## src/hdl/cbce_pkg.sv

```systemverilog
// ****************************************************************
// block constants
// ****************************************************************
package cbce_pkg;

   localparam int CBCE_BYTE_W      = 8;
   localparam int CBCE_BLOCK_BYTES = 16;
   localparam int CBCE_SHORT_BYTES = 4;
   localparam int CBCE_ENT_BYTES   = 17;
   localparam int CBCE_FIFO_DEPTH  = 16;
   localparam int CBCE_FIFO_W      = 9;

   // ****************************************************************
   // host command codes
   // ****************************************************************
   localparam logic [3:0] CBCE_CMD_AUTH   = 4'h1;
   localparam logic [3:0] CBCE_CMD_READ   = 4'h2;
   localparam logic [3:0] CBCE_CMD_WRITE  = 4'h3;
   localparam logic [3:0] CBCE_CMD_VWRITE = 4'h4;
   localparam logic [3:0] CBCE_CMD_INC    = 4'h5;
   localparam logic [3:0] CBCE_CMD_DEC    = 4'h6;
   localparam logic [3:0] CBCE_CMD_COPY   = 4'h7;
   localparam logic [3:0] CBCE_CMD_COMB   = 4'h8;

   // ****************************************************************
   // parameter and flag bit positions
   // ****************************************************************
   localparam int CBCE_P2_LEN4_BIT  = 0;
   localparam int CBCE_P2_ENC_BIT   = 1;
   localparam int CBCE_P2_DIV_BIT   = 0;
   localparam int CBCE_CF_NEW_BIT   = 0;
   localparam int CBCE_CF_DIV_BIT   = 1;
   localparam int CBCE_CF_REUSE_BIT = 2;

   // ****************************************************************
   // entry lengths in bytes
   // ****************************************************************
   localparam logic [4:0] CBCE_NEED_READ  = 5'h01;
   localparam logic [4:0] CBCE_NEED_PAIR  = 5'h02;
   localparam logic [4:0] CBCE_NEED_KEY   = 5'h03;
   localparam logic [4:0] CBCE_NEED_W4    = 5'h05;
   localparam logic [4:0] CBCE_NEED_VALUE = 5'h06;
   localparam logic [4:0] CBCE_NEED_W16   = 5'h11;

   // ****************************************************************
   // status codes
   // ****************************************************************
   localparam logic [1:0] CBCE_ST_OK     = 2'h0;
   localparam logic [1:0] CBCE_ST_REJECT = 2'h1;
   localparam logic [1:0] CBCE_ST_CARD   = 2'h2;
   localparam logic [1:0] CBCE_ST_FORMAT = 2'h3;

   typedef enum logic [2:0] {
      CBCE_OP_AUTH,
      CBCE_OP_READ,
      CBCE_OP_WRITE16,
      CBCE_OP_WRITE4,
      CBCE_OP_INC,
      CBCE_OP_DEC,
      CBCE_OP_RESTORE,
      CBCE_OP_TRANSFER
   } cbce_card_op_t;

   typedef enum logic [2:0] {
      CBCE_S_IDLE,
      CBCE_S_FETCH,
      CBCE_S_ISSUE,
      CBCE_S_WAIT,
      CBCE_S_RESP,
      CBCE_S_DRAIN,
      CBCE_S_DONE
   } cbce_state_t;

endpackage

```

## src/hdl/cbce_fifo.sv

```systemverilog
`timescale 1ns/1ps
// ****************************************************************
// data field fifo
// ****************************************************************
// pointers wrap by overflow, so depth must be a power of two
module cbce_fifo
   import cbce_pkg::*;
#(
   parameter int WIDTH = CBCE_FIFO_W,
   parameter int DEPTH = CBCE_FIFO_DEPTH
) (
   // clock and reset
   input  wire logic             i_clock,
   input  wire logic             i_rst_n,
   // fill side
   input  wire logic             i_in_valid,
   input  wire logic [WIDTH-1:0] i_in_data,
   output logic                  o_in_ready,
   // drain side
   output logic                  o_out_valid,
   output logic      [WIDTH-1:0] o_out_data,
   input  wire logic             i_out_ready
);

   localparam int AW = $clog2(DEPTH);
   localparam logic [AW:0] FULL_COUNT = (AW+1)'(DEPTH);

   typedef struct packed {
      logic [DEPTH-1:0][WIDTH-1:0] mem;
      logic [AW-1:0]               wr_ptr;
      logic [AW-1:0]               rd_ptr;
      logic [AW:0]                 count;
   } cbce_fifo_state_t;

   cbce_fifo_state_t r_reg;
   cbce_fifo_state_t r_next;
   logic             push;
   logic             pop;

   assign o_in_ready  = (r_reg.count != FULL_COUNT);
   assign o_out_valid = (r_reg.count != '0);
   assign o_out_data  = r_reg.mem[r_reg.rd_ptr];
   assign push        = i_in_valid && o_in_ready;
   assign pop         = o_out_valid && i_out_ready;

   always_comb begin
      r_next = r_reg;
      if (push) begin
         r_next.mem[r_reg.wr_ptr] = i_in_data;
         r_next.wr_ptr            = r_reg.wr_ptr + 1'b1;
      end
      if (pop) begin
         r_next.rd_ptr = r_reg.rd_ptr + 1'b1;
      end
      unique case ({push, pop})
         2'b10:   r_next.count = r_reg.count + 1'b1;
         2'b01:   r_next.count = r_reg.count - 1'b1;
         default: r_next.count = r_reg.count;
      endcase
   end

   always_ff @(posedge i_clock or negedge i_rst_n) begin
      if (!i_rst_n) begin
         r_reg <= '0;
      end else begin
         r_reg <= r_next;
      end
   end

endmodule // cbce_fifo

```

## src/hdl/cbce_engine.sv

```systemverilog
`timescale 1ns/1ps
module cbce_engine
   import cbce_pkg::*;
(
   // clock and reset
   input  wire logic         i_clock,
   input  wire logic         i_rst_n,
   // host command
   input  wire logic         i_cmd_valid,
   input  wire logic [3:0]   i_cmd_code,
   input  wire logic [7:0]   i_cmd_p1,
   input  wire logic [7:0]   i_cmd_p2,
   output logic              o_cmd_ready,
   // host data field
   input  wire logic         i_data_valid,
   input  wire logic [7:0]   i_data_byte,
   input  wire logic         i_data_last,
   output logic              o_data_ready,
   // host block response
   output logic              o_rsp_valid,
   output logic      [127:0] o_rsp_block,
   input  wire logic         i_rsp_ready,
   // command status
   output logic              o_done,
   output logic      [1:0]   o_status,
   output logic              o_auth_state,
   // card operation port
   output logic              o_card_req,
   output logic      [2:0]   o_card_op,
   output logic      [7:0]   o_card_addr,
   output logic      [7:0]   o_card_arg,
   output logic              o_card_flag,
   output logic      [127:0] o_card_wdata,
   input  wire logic         i_card_ack,
   input  wire logic         i_card_ok,
   input  wire logic [127:0] i_card_rdata
);

   // ****************************************************************
   // state
   // ****************************************************************
   typedef struct packed {
      cbce_state_t                     state;
      logic [3:0]                      cmd;
      logic [7:0]                      count;
      logic [7:0]                      p2;
      logic                            auth_done;
      logic [7:0]                      key_ref;
      logic [CBCE_ENT_BYTES-1:0][7:0]  ent;
      logic [4:0]                      idx;
      logic                            step;
      logic                            seen_last;
      cbce_card_op_t                   card_op;
      logic [7:0]                      card_addr;
      logic [7:0]                      card_arg;
      logic                            card_flag;
      logic [127:0]                    card_wdata;
      logic [127:0]                    rsp_block;
      logic [1:0]                      status;
   } cbce_eng_state_t;

   cbce_eng_state_t r_reg;
   cbce_eng_state_t r_next;
   logic            fifo_valid;
   logic [8:0]      fifo_data;
   logic            fifo_pop;
   logic            cmd_reject;

   // ****************************************************************
   // data field buffer
   // ****************************************************************
   // lets the host stream the data field ahead of slow card traffic
   cbce_fifo #(
      .WIDTH (CBCE_FIFO_W),
      .DEPTH (CBCE_FIFO_DEPTH)
   ) u_fifo (
      .i_clock     (i_clock),
      .i_rst_n     (i_rst_n),
      .i_in_valid  (i_data_valid),
      .i_in_data   ({i_data_last, i_data_byte}),
      .o_in_ready  (o_data_ready),
      .o_out_valid (fifo_valid),
      .o_out_data  (fifo_data),
      .i_out_ready (fifo_pop)
   );

   assign fifo_pop = (r_reg.state == CBCE_S_FETCH) || (r_reg.state == CBCE_S_DRAIN);

   // ****************************************************************
   // command screening
   // ****************************************************************
   // encrypted four-byte writes cannot be honoured, so refuse up front
   assign cmd_reject = !(i_cmd_code inside {[CBCE_CMD_AUTH:CBCE_CMD_COMB]})
                       || (i_cmd_p1 == 8'h00)
                       || ((i_cmd_code == CBCE_CMD_WRITE) && i_cmd_p2[CBCE_P2_LEN4_BIT]
                           && i_cmd_p2[CBCE_P2_ENC_BIT]);

   // ****************************************************************
   // next state
   // ****************************************************************
   always_comb begin
      logic [7:0]    b0;
      logic [4:0]    need;
      logic          len4;
      logic          adv;
      logic [31:0]   val;
      cbce_card_op_t p_op;
      logic [7:0]    p_addr;
      logic [7:0]    p_arg;
      logic          p_flag;
      logic          p_skip;
      logic          p_last;
      logic [127:0]  p_data;
      r_next = r_reg;
      b0     = (r_reg.idx == 5'h00) ? fifo_data[7:0] : r_reg.ent[0];
      len4   = r_reg.p2[CBCE_P2_LEN4_BIT];
      adv    = 1'b0;
      val    = {r_reg.ent[4], r_reg.ent[3], r_reg.ent[2], r_reg.ent[1]};
      p_op   = CBCE_OP_AUTH;
      p_addr = r_reg.ent[0];
      p_arg  = r_reg.ent[1];
      p_flag = 1'b0;
      p_skip = 1'b0;
      p_last = 1'b0;
      p_data = '0;
      need   = CBCE_NEED_PAIR;

      // entry length
      unique case (r_reg.cmd)
         CBCE_CMD_READ:   need = CBCE_NEED_READ;
         CBCE_CMD_WRITE:  need = len4 ? CBCE_NEED_W4 : CBCE_NEED_W16;
         CBCE_CMD_VWRITE: need = CBCE_NEED_VALUE;
         CBCE_CMD_INC:    need = CBCE_NEED_VALUE;
         CBCE_CMD_DEC:    need = CBCE_NEED_VALUE;
         CBCE_CMD_COMB:   need = (b0[CBCE_CF_NEW_BIT] && !b0[CBCE_CF_REUSE_BIT]) ? CBCE_NEED_KEY
                                                                            : CBCE_NEED_PAIR;
         default:         need = CBCE_NEED_PAIR;
      endcase

      // card operation plan for the current entry and step
      unique case (r_reg.cmd)
         CBCE_CMD_AUTH: begin
            p_flag = r_reg.p2[CBCE_P2_DIV_BIT];
         end
         CBCE_CMD_READ: begin
            p_op = CBCE_OP_READ;
         end
         CBCE_CMD_WRITE: begin
            p_op   = len4 ? CBCE_OP_WRITE4 : CBCE_OP_WRITE16;
            p_flag = !len4 && r_reg.auth_done;
            for (int i = 0; i < CBCE_BLOCK_BYTES; i++) begin
               if (!len4 || (i < CBCE_SHORT_BYTES)) begin
                  p_data[8*i +: 8] = r_reg.ent[i+1];
               end
            end
         end
         CBCE_CMD_VWRITE: begin
            p_op   = CBCE_OP_WRITE16;
            p_flag = r_reg.auth_done;
            p_data = {~r_reg.ent[5], r_reg.ent[5], ~r_reg.ent[5], r_reg.ent[5], val, ~val, val};
         end
         CBCE_CMD_INC, CBCE_CMD_DEC: begin
            p_last = 1'b1;
            if (!r_reg.step) begin
               p_op   = (r_reg.cmd == CBCE_CMD_INC) ? CBCE_OP_INC : CBCE_OP_DEC;
               p_data = {96'h0, r_reg.ent[5], r_reg.ent[4], r_reg.ent[3], r_reg.ent[2]};
            end else begin
               p_op   = CBCE_OP_TRANSFER;
               p_addr = r_reg.ent[1];
            end
         end
         CBCE_CMD_COPY: begin
            p_last = 1'b1;
            if (!r_reg.step) begin
               p_op = CBCE_OP_RESTORE;
            end else begin
               p_op   = CBCE_OP_TRANSFER;
               p_addr = r_reg.ent[1];
            end
         end
         CBCE_CMD_COMB: begin
            p_last = 1'b1;
            p_addr = r_reg.ent[1];
            p_arg  = r_reg.ent[0][CBCE_CF_REUSE_BIT] ? r_reg.key_ref : r_reg.ent[2];
            p_flag = r_reg.ent[0][CBCE_CF_DIV_BIT];
            if (!r_reg.step) begin
               p_skip = !r_reg.ent[0][CBCE_CF_NEW_BIT];
            end else begin
               p_op = CBCE_OP_READ;
            end
         end
         default: begin
         end
      endcase

      unique case (r_reg.state)
         CBCE_S_IDLE: begin
            if (i_cmd_valid) begin
               r_next.cmd       = i_cmd_code;
               r_next.count     = i_cmd_p1;
               r_next.p2        = i_cmd_p2;
               r_next.idx       = 5'h00;
               r_next.step      = 1'b0;
               r_next.seen_last = 1'b0;
               if (cmd_reject) begin
                  r_next.status = CBCE_ST_REJECT;
                  r_next.state  = CBCE_S_DRAIN;
               end else begin
                  r_next.status = CBCE_ST_OK;
                  r_next.state  = CBCE_S_FETCH;
               end
            end
         end
         CBCE_S_FETCH: begin
            if (fifo_valid) begin
               r_next.ent[r_reg.idx] = fifo_data[7:0];
               r_next.seen_last      = r_reg.seen_last | fifo_data[8];
               r_next.idx            = r_reg.idx + 5'h01;
               if ((r_reg.idx + 5'h01) == need) begin
                  r_next.step  = 1'b0;
                  r_next.state = CBCE_S_ISSUE;
               end else if (fifo_data[8]) begin
                  r_next.status = CBCE_ST_FORMAT;
                  r_next.state  = CBCE_S_DONE;
               end
            end
         end
         CBCE_S_ISSUE: begin
            if (p_skip) begin
               r_next.step = 1'b1;
            end else begin
               r_next.card_op    = p_op;
               r_next.card_addr  = p_addr;
               r_next.card_arg   = p_arg;
               r_next.card_flag  = p_flag;
               r_next.card_wdata = p_data;
               r_next.state      = CBCE_S_WAIT;
            end
         end
         CBCE_S_WAIT: begin
            if (i_card_ack) begin
               if (!i_card_ok) begin
                  r_next.status = CBCE_ST_CARD;
                  if (r_reg.card_op == CBCE_OP_AUTH) begin
                     r_next.auth_done = 1'b0;
                  end
                  r_next.state = r_reg.seen_last ? CBCE_S_DONE : CBCE_S_DRAIN;
               end else begin
                  if (r_reg.card_op == CBCE_OP_AUTH) begin
                     r_next.auth_done = 1'b1;
                     r_next.key_ref   = r_reg.card_arg;
                  end
                  if (r_reg.card_op == CBCE_OP_READ) begin
                     r_next.rsp_block = i_card_rdata;
                     r_next.state     = CBCE_S_RESP;
                  end else if (r_reg.step == p_last) begin
                     adv = 1'b1;
                  end else begin
                     r_next.step  = 1'b1;
                     r_next.state = CBCE_S_ISSUE;
                  end
               end
            end
         end
         CBCE_S_RESP: begin
            if (i_rsp_ready) begin
               adv = 1'b1;
            end
         end
         CBCE_S_DRAIN: begin
            // discard the rest of a refused or failed data field
            if (fifo_valid && fifo_data[8]) begin
               r_next.state = CBCE_S_DONE;
            end
         end
         CBCE_S_DONE: begin
            r_next.state = CBCE_S_IDLE;
         end
         default: begin
            r_next.state = CBCE_S_IDLE;
         end
      endcase

      // strictly one entry after another, in field order
      if (adv) begin
         r_next.count = r_reg.count - 8'h01;
         r_next.idx   = 5'h00;
         r_next.step  = 1'b0;
         if (r_reg.count == 8'h01) begin
            if (r_reg.seen_last) begin
               r_next.state = CBCE_S_DONE;
            end else begin
               r_next.status = CBCE_ST_FORMAT;
               r_next.state  = CBCE_S_DRAIN;
            end
         end else if (r_reg.seen_last) begin
            r_next.status = CBCE_ST_FORMAT;
            r_next.state  = CBCE_S_DONE;
         end else begin
            r_next.state = CBCE_S_FETCH;
         end
      end
   end

   always_ff @(posedge i_clock or negedge i_rst_n) begin
      if (!i_rst_n) begin
         r_reg <= '0;
      end else begin
         r_reg <= r_next;
      end
   end

   // ****************************************************************
   // outputs
   // ****************************************************************
   assign o_cmd_ready  = (r_reg.state == CBCE_S_IDLE);
   assign o_rsp_valid  = (r_reg.state == CBCE_S_RESP);
   assign o_rsp_block  = r_reg.rsp_block;
   assign o_done       = (r_reg.state == CBCE_S_DONE);
   assign o_status     = r_reg.status;
   assign o_auth_state = r_reg.auth_done;
   assign o_card_req   = (r_reg.state == CBCE_S_WAIT);
   assign o_card_op    = r_reg.card_op;
   assign o_card_addr  = r_reg.card_addr;
   assign o_card_arg   = r_reg.card_arg;
   assign o_card_flag  = r_reg.card_flag;
   assign o_card_wdata = r_reg.card_wdata;
endmodule // cbce_engine

```

## config.mk

```make
export PLATFORM = sky130hd
export DESIGN_NAME = cbce_engine
export DESIGN_NICKNAME = d
export VERILOG_FILES = /design/src/hdl/cbce_pkg.sv /design/src/hdl/cbce_fifo.sv /design/src/hdl/cbce_engine.sv
export SDC_FILE = /design/constraint.sdc
export NUM_CORES = 1
export LEC_CHECK = 0
export ABC_AREA = 1
export BUFFER_PORTS_ARGS = -buffer_cell sky130_fd_sc_hd__buf_2
export CAP_MARGIN = 15
export CORE_ASPECT_RATIO = 0.7
export CORE_MARGIN = 5
export CORE_UTILIZATION = 55
export DETAILED_ROUTE_END_ITERATION = 8
export HOLD_SLACK_MARGIN = 0.02
export PLACE_DENSITY = 0.77
export SYNTH_ARGS = -nofsm -noshare
export SYNTH_HDL_FRONTEND = slang
export SYNTH_SLANG_ARGS = --single-unit
```

## constraint.sdc

```tcl
create_clock -name i_clock -period 3.89 [get_ports i_clock]
set_clock_uncertainty 0.2 [all_clocks]
set_input_delay 0.1945 -clock i_clock [delete_from_list [all_inputs] [get_ports i_clock]]
set_output_delay 0.1945 -clock i_clock [all_outputs]
set_load 0.01 [all_outputs]
```

# Word-level counts from Yosys, hierarchy flattened
# Index checks and enable logic that the tools add are counted.
# word_totals
register_bits	610
input_bits	164
out_inout_bits	284
word_cells	241
# classes
add_sub_neg	6
magnitude_cmp	7
eq_ne	37
muxes	92
bitwise_logic	4
reduce_logical	43
# ops
operator	n
128-bit one-hot mux with 3 select lines	1
144-bit bitwise mux	1
136-bit bitwise mux	1
8-bit two-way mux	17
3-bit two-way mux	14
8-bit demux with 5-bit select	1
9-bit binary-select mux with 4-bit select	1
9-bit demux with 4-bit select	1
3-bit one-hot mux with 6 select lines	2
32-bit two-way mux	1
32-bit NOT	1
9-bit two-way mux	3
2-bit two-way mux	12
23-bit two-way mux	1
1-bit two-way mux	22
5-bit one-hot mux with 2 select lines	2
5-bit one-hot mux with 4 select lines	1
4-bit by 3-bit equality test with 1-bit output (second input constant)	4
16-bit two-way mux	1
8-bit one-hot mux with 2 select lines	1
7-bit two-way mux	2
4-bit by 2-bit equality test with 1-bit output (second input constant)	3
3-bit by 1-bit != test with 1-bit output (second input constant)	4
3-bit by 2-bit != test with 1-bit output (second input constant)	4
50 further kinds	88

# Depth between registers and ports, before layout
# depth
ltp_word	14
mapped_depth	18
depth_no_buf	18

# Cells and area by module
# Synthesis repeated with hierarchy kept, for this count alone.
# unflattened
hier_cells	3502
hier_area_um2	30838.3
# modules_own_cells
mod	instances	cells_each	area_each_um2	seq_area_each_um2
cbce_engine	1	2320	21936.0	11160.7
cbce_fifo	1	1182	8902.3	3928.8

# Worst setup path after synthesis
# No wires, ideal clock.
# synth_path
path_type	flip-flop to flip-flop
from	register u_fifo.r_reg[1] (netlist name)
to	register u_fifo.r_reg[4] (netlist name)
setup_ns	0.125
arrival_ns	2.207
required_ns	3.565
slack_ns	1.358
stages_incl_launch_ff	14
path_buffers	0
synth_period_minus_slack_ns	2.532
path_cell_list	dfrtp_1 nor4_2 nand2_1 nand2_1 inv_1 ha_1 ha_1 nand2_1 nor2_1 a211oi_1 nand2_1 nand2_1 nor2_1 xor2_1
# synth_via
elab_chain_len	4
word_cells_on_any_way	10
cone_classes	add/sub: 2; eq/ne: 3; mux: 1; reduce/logical: 4
# synth_rtl
element	line_no	text
start: declaration	cbce_fifo.sv:35	cbce_fifo_state_t r_reg;
start signal: assignment	cbce_fifo.sv:66	r_reg <= r_next;
5-bit nonzero test *	cbce_fifo.sv:41	assign o_out_valid = (r_reg.count != '0);
1-bit logical AND *	cbce_fifo.sv:44	assign pop = o_out_valid && i_out_ready;
named net u_fifo.pop	cbce_fifo.sv:38	logic pop;
2-bit by 1-bit equality test with 1-bit output or 2-bit equality test (tied branches)	cbce_fifo.sv:55	unique case ({push, pop})
5-bit one-hot mux with 2 select lines or 2-bit nonzero test (tied branches)	--	
# The timed path passes the listed nets; every way through them passes the cells marked *.
# A chain may end at the register's enable or synchronous reset.

==> results.yml <==
status:
  status: "completed"
synth:
  synth_seq_cells: 603
  avgSynthCellArea_um2: 9.12
  synth_mux_area_share_pct: 5.11
  synthAdderAreaFrac_pct: 0.731
  synth_top_family_by_area: "simple AND/OR/NAND/NOR gates"
  synth_xor_area_share_pct: 0.524
  synth-compound-area-share_pct: 12.2
  synth_cell_types: 52
  synth_cells: 3114
  syn_nets: 3294
  yosysSeqAreaShare_pct: 53.1
  yosys_warnings: 0
  netlist_area_um2: 28400
  yosys.area_share.simple_pct: 15.2
timing:
  finalSetupTns_ns: 0
  hold_viol_final: 0
  worst_pin_slew_ns: 0.977
  rsz0062_at_grt: "no"
  finalCritPeriodShare_pct: 87.7
  min_period_ns: 3.41
  finalSetupViolations: 0
  slew_viol_final: 0
  fmaxAchievable_mhz: 293
  slew_headroom_pct: 34.9
floorplan:
  die_height_um: 200
  initial_core_util_pct: 55.8
  ioPinCount: 448
  fp.dieArea_um2: 56400
  die_x_um: 282
  fp-row-count: 69
  core_um2: 50900
routing:
  antenna_left: 0
  top_layer: "met5"
  drtPass1Iterations: 5
  viasPerCell: 5.56
  drt_iter0_drc: 2357
  vias: 22800
  dr_wl_met3_um: 7690
  wl_met2_um: 37400
  drc_errors: 0
  met1Wirelength_um: 36400
  routed_wl_um: 84400
  wire_per_inst_um: 20.6
critical_path:
  cp-end-kind: "flip-flop"
  critical_path_arrival_ns: 3.69
  start_kind: "flip-flop"
  required_ns: 4.17
  worstSetupPathType: "reg2reg"
  critPathMaxFanout: 74
clock_tree:
  cts_buffers: 56
  ctsLongestPathBuffers: 3
  post_cts_buffers: 0
  cts_max_level: 2
  clkTransAtPathRegs_ns: 0.06
  cts_sinks: 603
  cts-root-buf: "clkbuf_16"
  cts_tree: "built"
  clkLatencyLatePin_ns: 0.62
global_routing:
  gr-total-overflow: 0
  grt_pass1_vias: 22200
  antenna_found_initial: 13
  grt_pass1_wl_um: 132000
  grt_usage_pct: 29.4
  grt_max_degree: 121
finish:
  final_nets: 3561
  synthToLayoutAreaGrowth_pct: 15.2
  layout-drive-gt1-share_pct: 19.0
  mostFrequentLayoutCells: "837 x nand2_1, 602 x dfrtp_1, 440 x buf_2, 351 x o21ai_0, 217 x inv_1"
  layout_commonest_cell: "nand2_1"
  fill_cells: 4112
  largest_reg_flops: 167
power:
  leakage_nw: 16.7
  ir_drop_v: 0.000413
  power.total_mw: 24.0
  p_per_area_nw_per_um2: 734
placed_design:
  hpwlAfterDp_um: 56700
  port_buffers: 441
  gp_congestion: 1.04
flow_run:
  drv_cap: 0
min_path:
  hold_path_class: "in2async"
## power by group
group | total [mW] | leakage, nW | switching, mW | internal, mW
logic | 8.75 | 7.73 | 5.83 | 2.92
registers | 9.36 | 8.03 | 1.23 | 8.12
clock network | 5.91 | 0.964 | 2.44 | 3.47
## layer usage
layer,vias up,global-route usage (%)
met5,-,0
met3,166,6.67
met1,11100,42.9
li1,10500,-
met2,1051,43.8
met4,2,10.0
## final cells by class
type                            count  area [µm²]  area share [%]
Sequential cell                   603       15100            46.1
Multi-Input combinational cell   1836        9600            29.3
Timing Repair Buffer              645        4300            13.1
Clock buffer                       79        1610            4.91
Inverter                          239         907            2.77
Tap cell                          674         843            2.58
Clock inverter                     22         359            1.10
Antenna cell                        8        20.0          0.0612
## worst max-delay path: stages, from the launching register on
cell and delay (ns):
dfrtp_2 0.37, buf_4 0.62, nand2_1 0.12, nand3_1 0.11
nand3_1 0.10, nand3_1 0.17, nand2_1 0.14, inv_1 0.13
nand3_1 0.11, nand2_1 0.10, nand2_1 0.05, nand2_1 0.07
nand3_2 0.11, nand2_1 0.11, nand2_1 0.05, nand2_1 0.05
nand4_1 0.06, dlygate4sd3_1 0.57
## through the flow
step                area, µm²  hold WS, ns  std cells  utilization (%)  worst slack [ns]
finish                  32700       0.0943       4106             64.2             0.477
global route            32700        0.126       4106             64.2             0.250
CTS                     32700       0.0677       4098             64.2             0.557
detailed placement      29000       0.0173       3824             56.9              1.06
global placement        29000       0.0159       3824             56.9              1.07
floorplan               28400       -0.301       3114                -              1.36
## Yosys cell counts, drive strengths merged
library cell  count  share of area [%]
o21bai            1              0.026
inv             237                3.2
fa                1              0.070
a211oi            2              0.097
a21boi            1              0.026
a21oi            22               0.39
a41oi             2              0.062
nand4            20               0.59
clkinv            2              0.026
buf             352                8.8
nor4              6               0.21
o41ai             1              0.031
mux2i             1              0.035
nor2            120                1.9
o211ai           21               0.57
ha               15               0.66
o221ai           22               0.68
o311ai            1              0.031
mux2            128                5.1
clkbuf           84                1.1
xnor2             2              0.062
nand3            41               0.82
nand3b            1              0.026
dfrtp           603                 53
o22ai           137                3.0
nand2           853                 11
or2               1              0.022
a31oi             3              0.066
xor2             15               0.46
nor3             10               0.19
o21ai           409                7.2
## what timing repair did
item | CTS | global route
hold buffers | 173 | 0
endpoints found under the hold margin | 862 | 0
resized for setup | 0 | 0
## path summary, 6_finish.rpt
| check | start | to | slack (ns) | depth (start not counted) |
|---|---|---|---|---|
| worst max-delay path | u_fifo.r_reg[5] | o_status[1] | 0.48 | 17 |
| worst min-delay path | i_rst_n | u_fifo.r_reg[151] | 0.09 | 3 |
| worst max register to register | u_fifo.r_reg[5] | o_status[1] | 0.48 | 17 |
| worst min register to register | o_card_wdata[1] | o_card_wdata[1] | 0.27 | 2 |
| max in group asynchronous | i_rst_n | o_card_wdata[9] | 2.79 | 3 |
| min in group i_clock | i_card_rdata[114] | o_rsp_block[114] | 0.14 | 3 |
## kinds of logic (layout without fill, tap and decap cells)
kind of cell             after synthesis  after routing
XOR/XNOR                              17             17
adder cells (fa/ha/maj)               16             16
other                                  0              8
AO/OA/AOI/OAI                        622            622
flip-flops                           603            603
AND/OR/NAND/NOR                     1052           1052
multiplexers                         129            129
buffers and inverters                675            985
(Power assumes the default switching activity.)
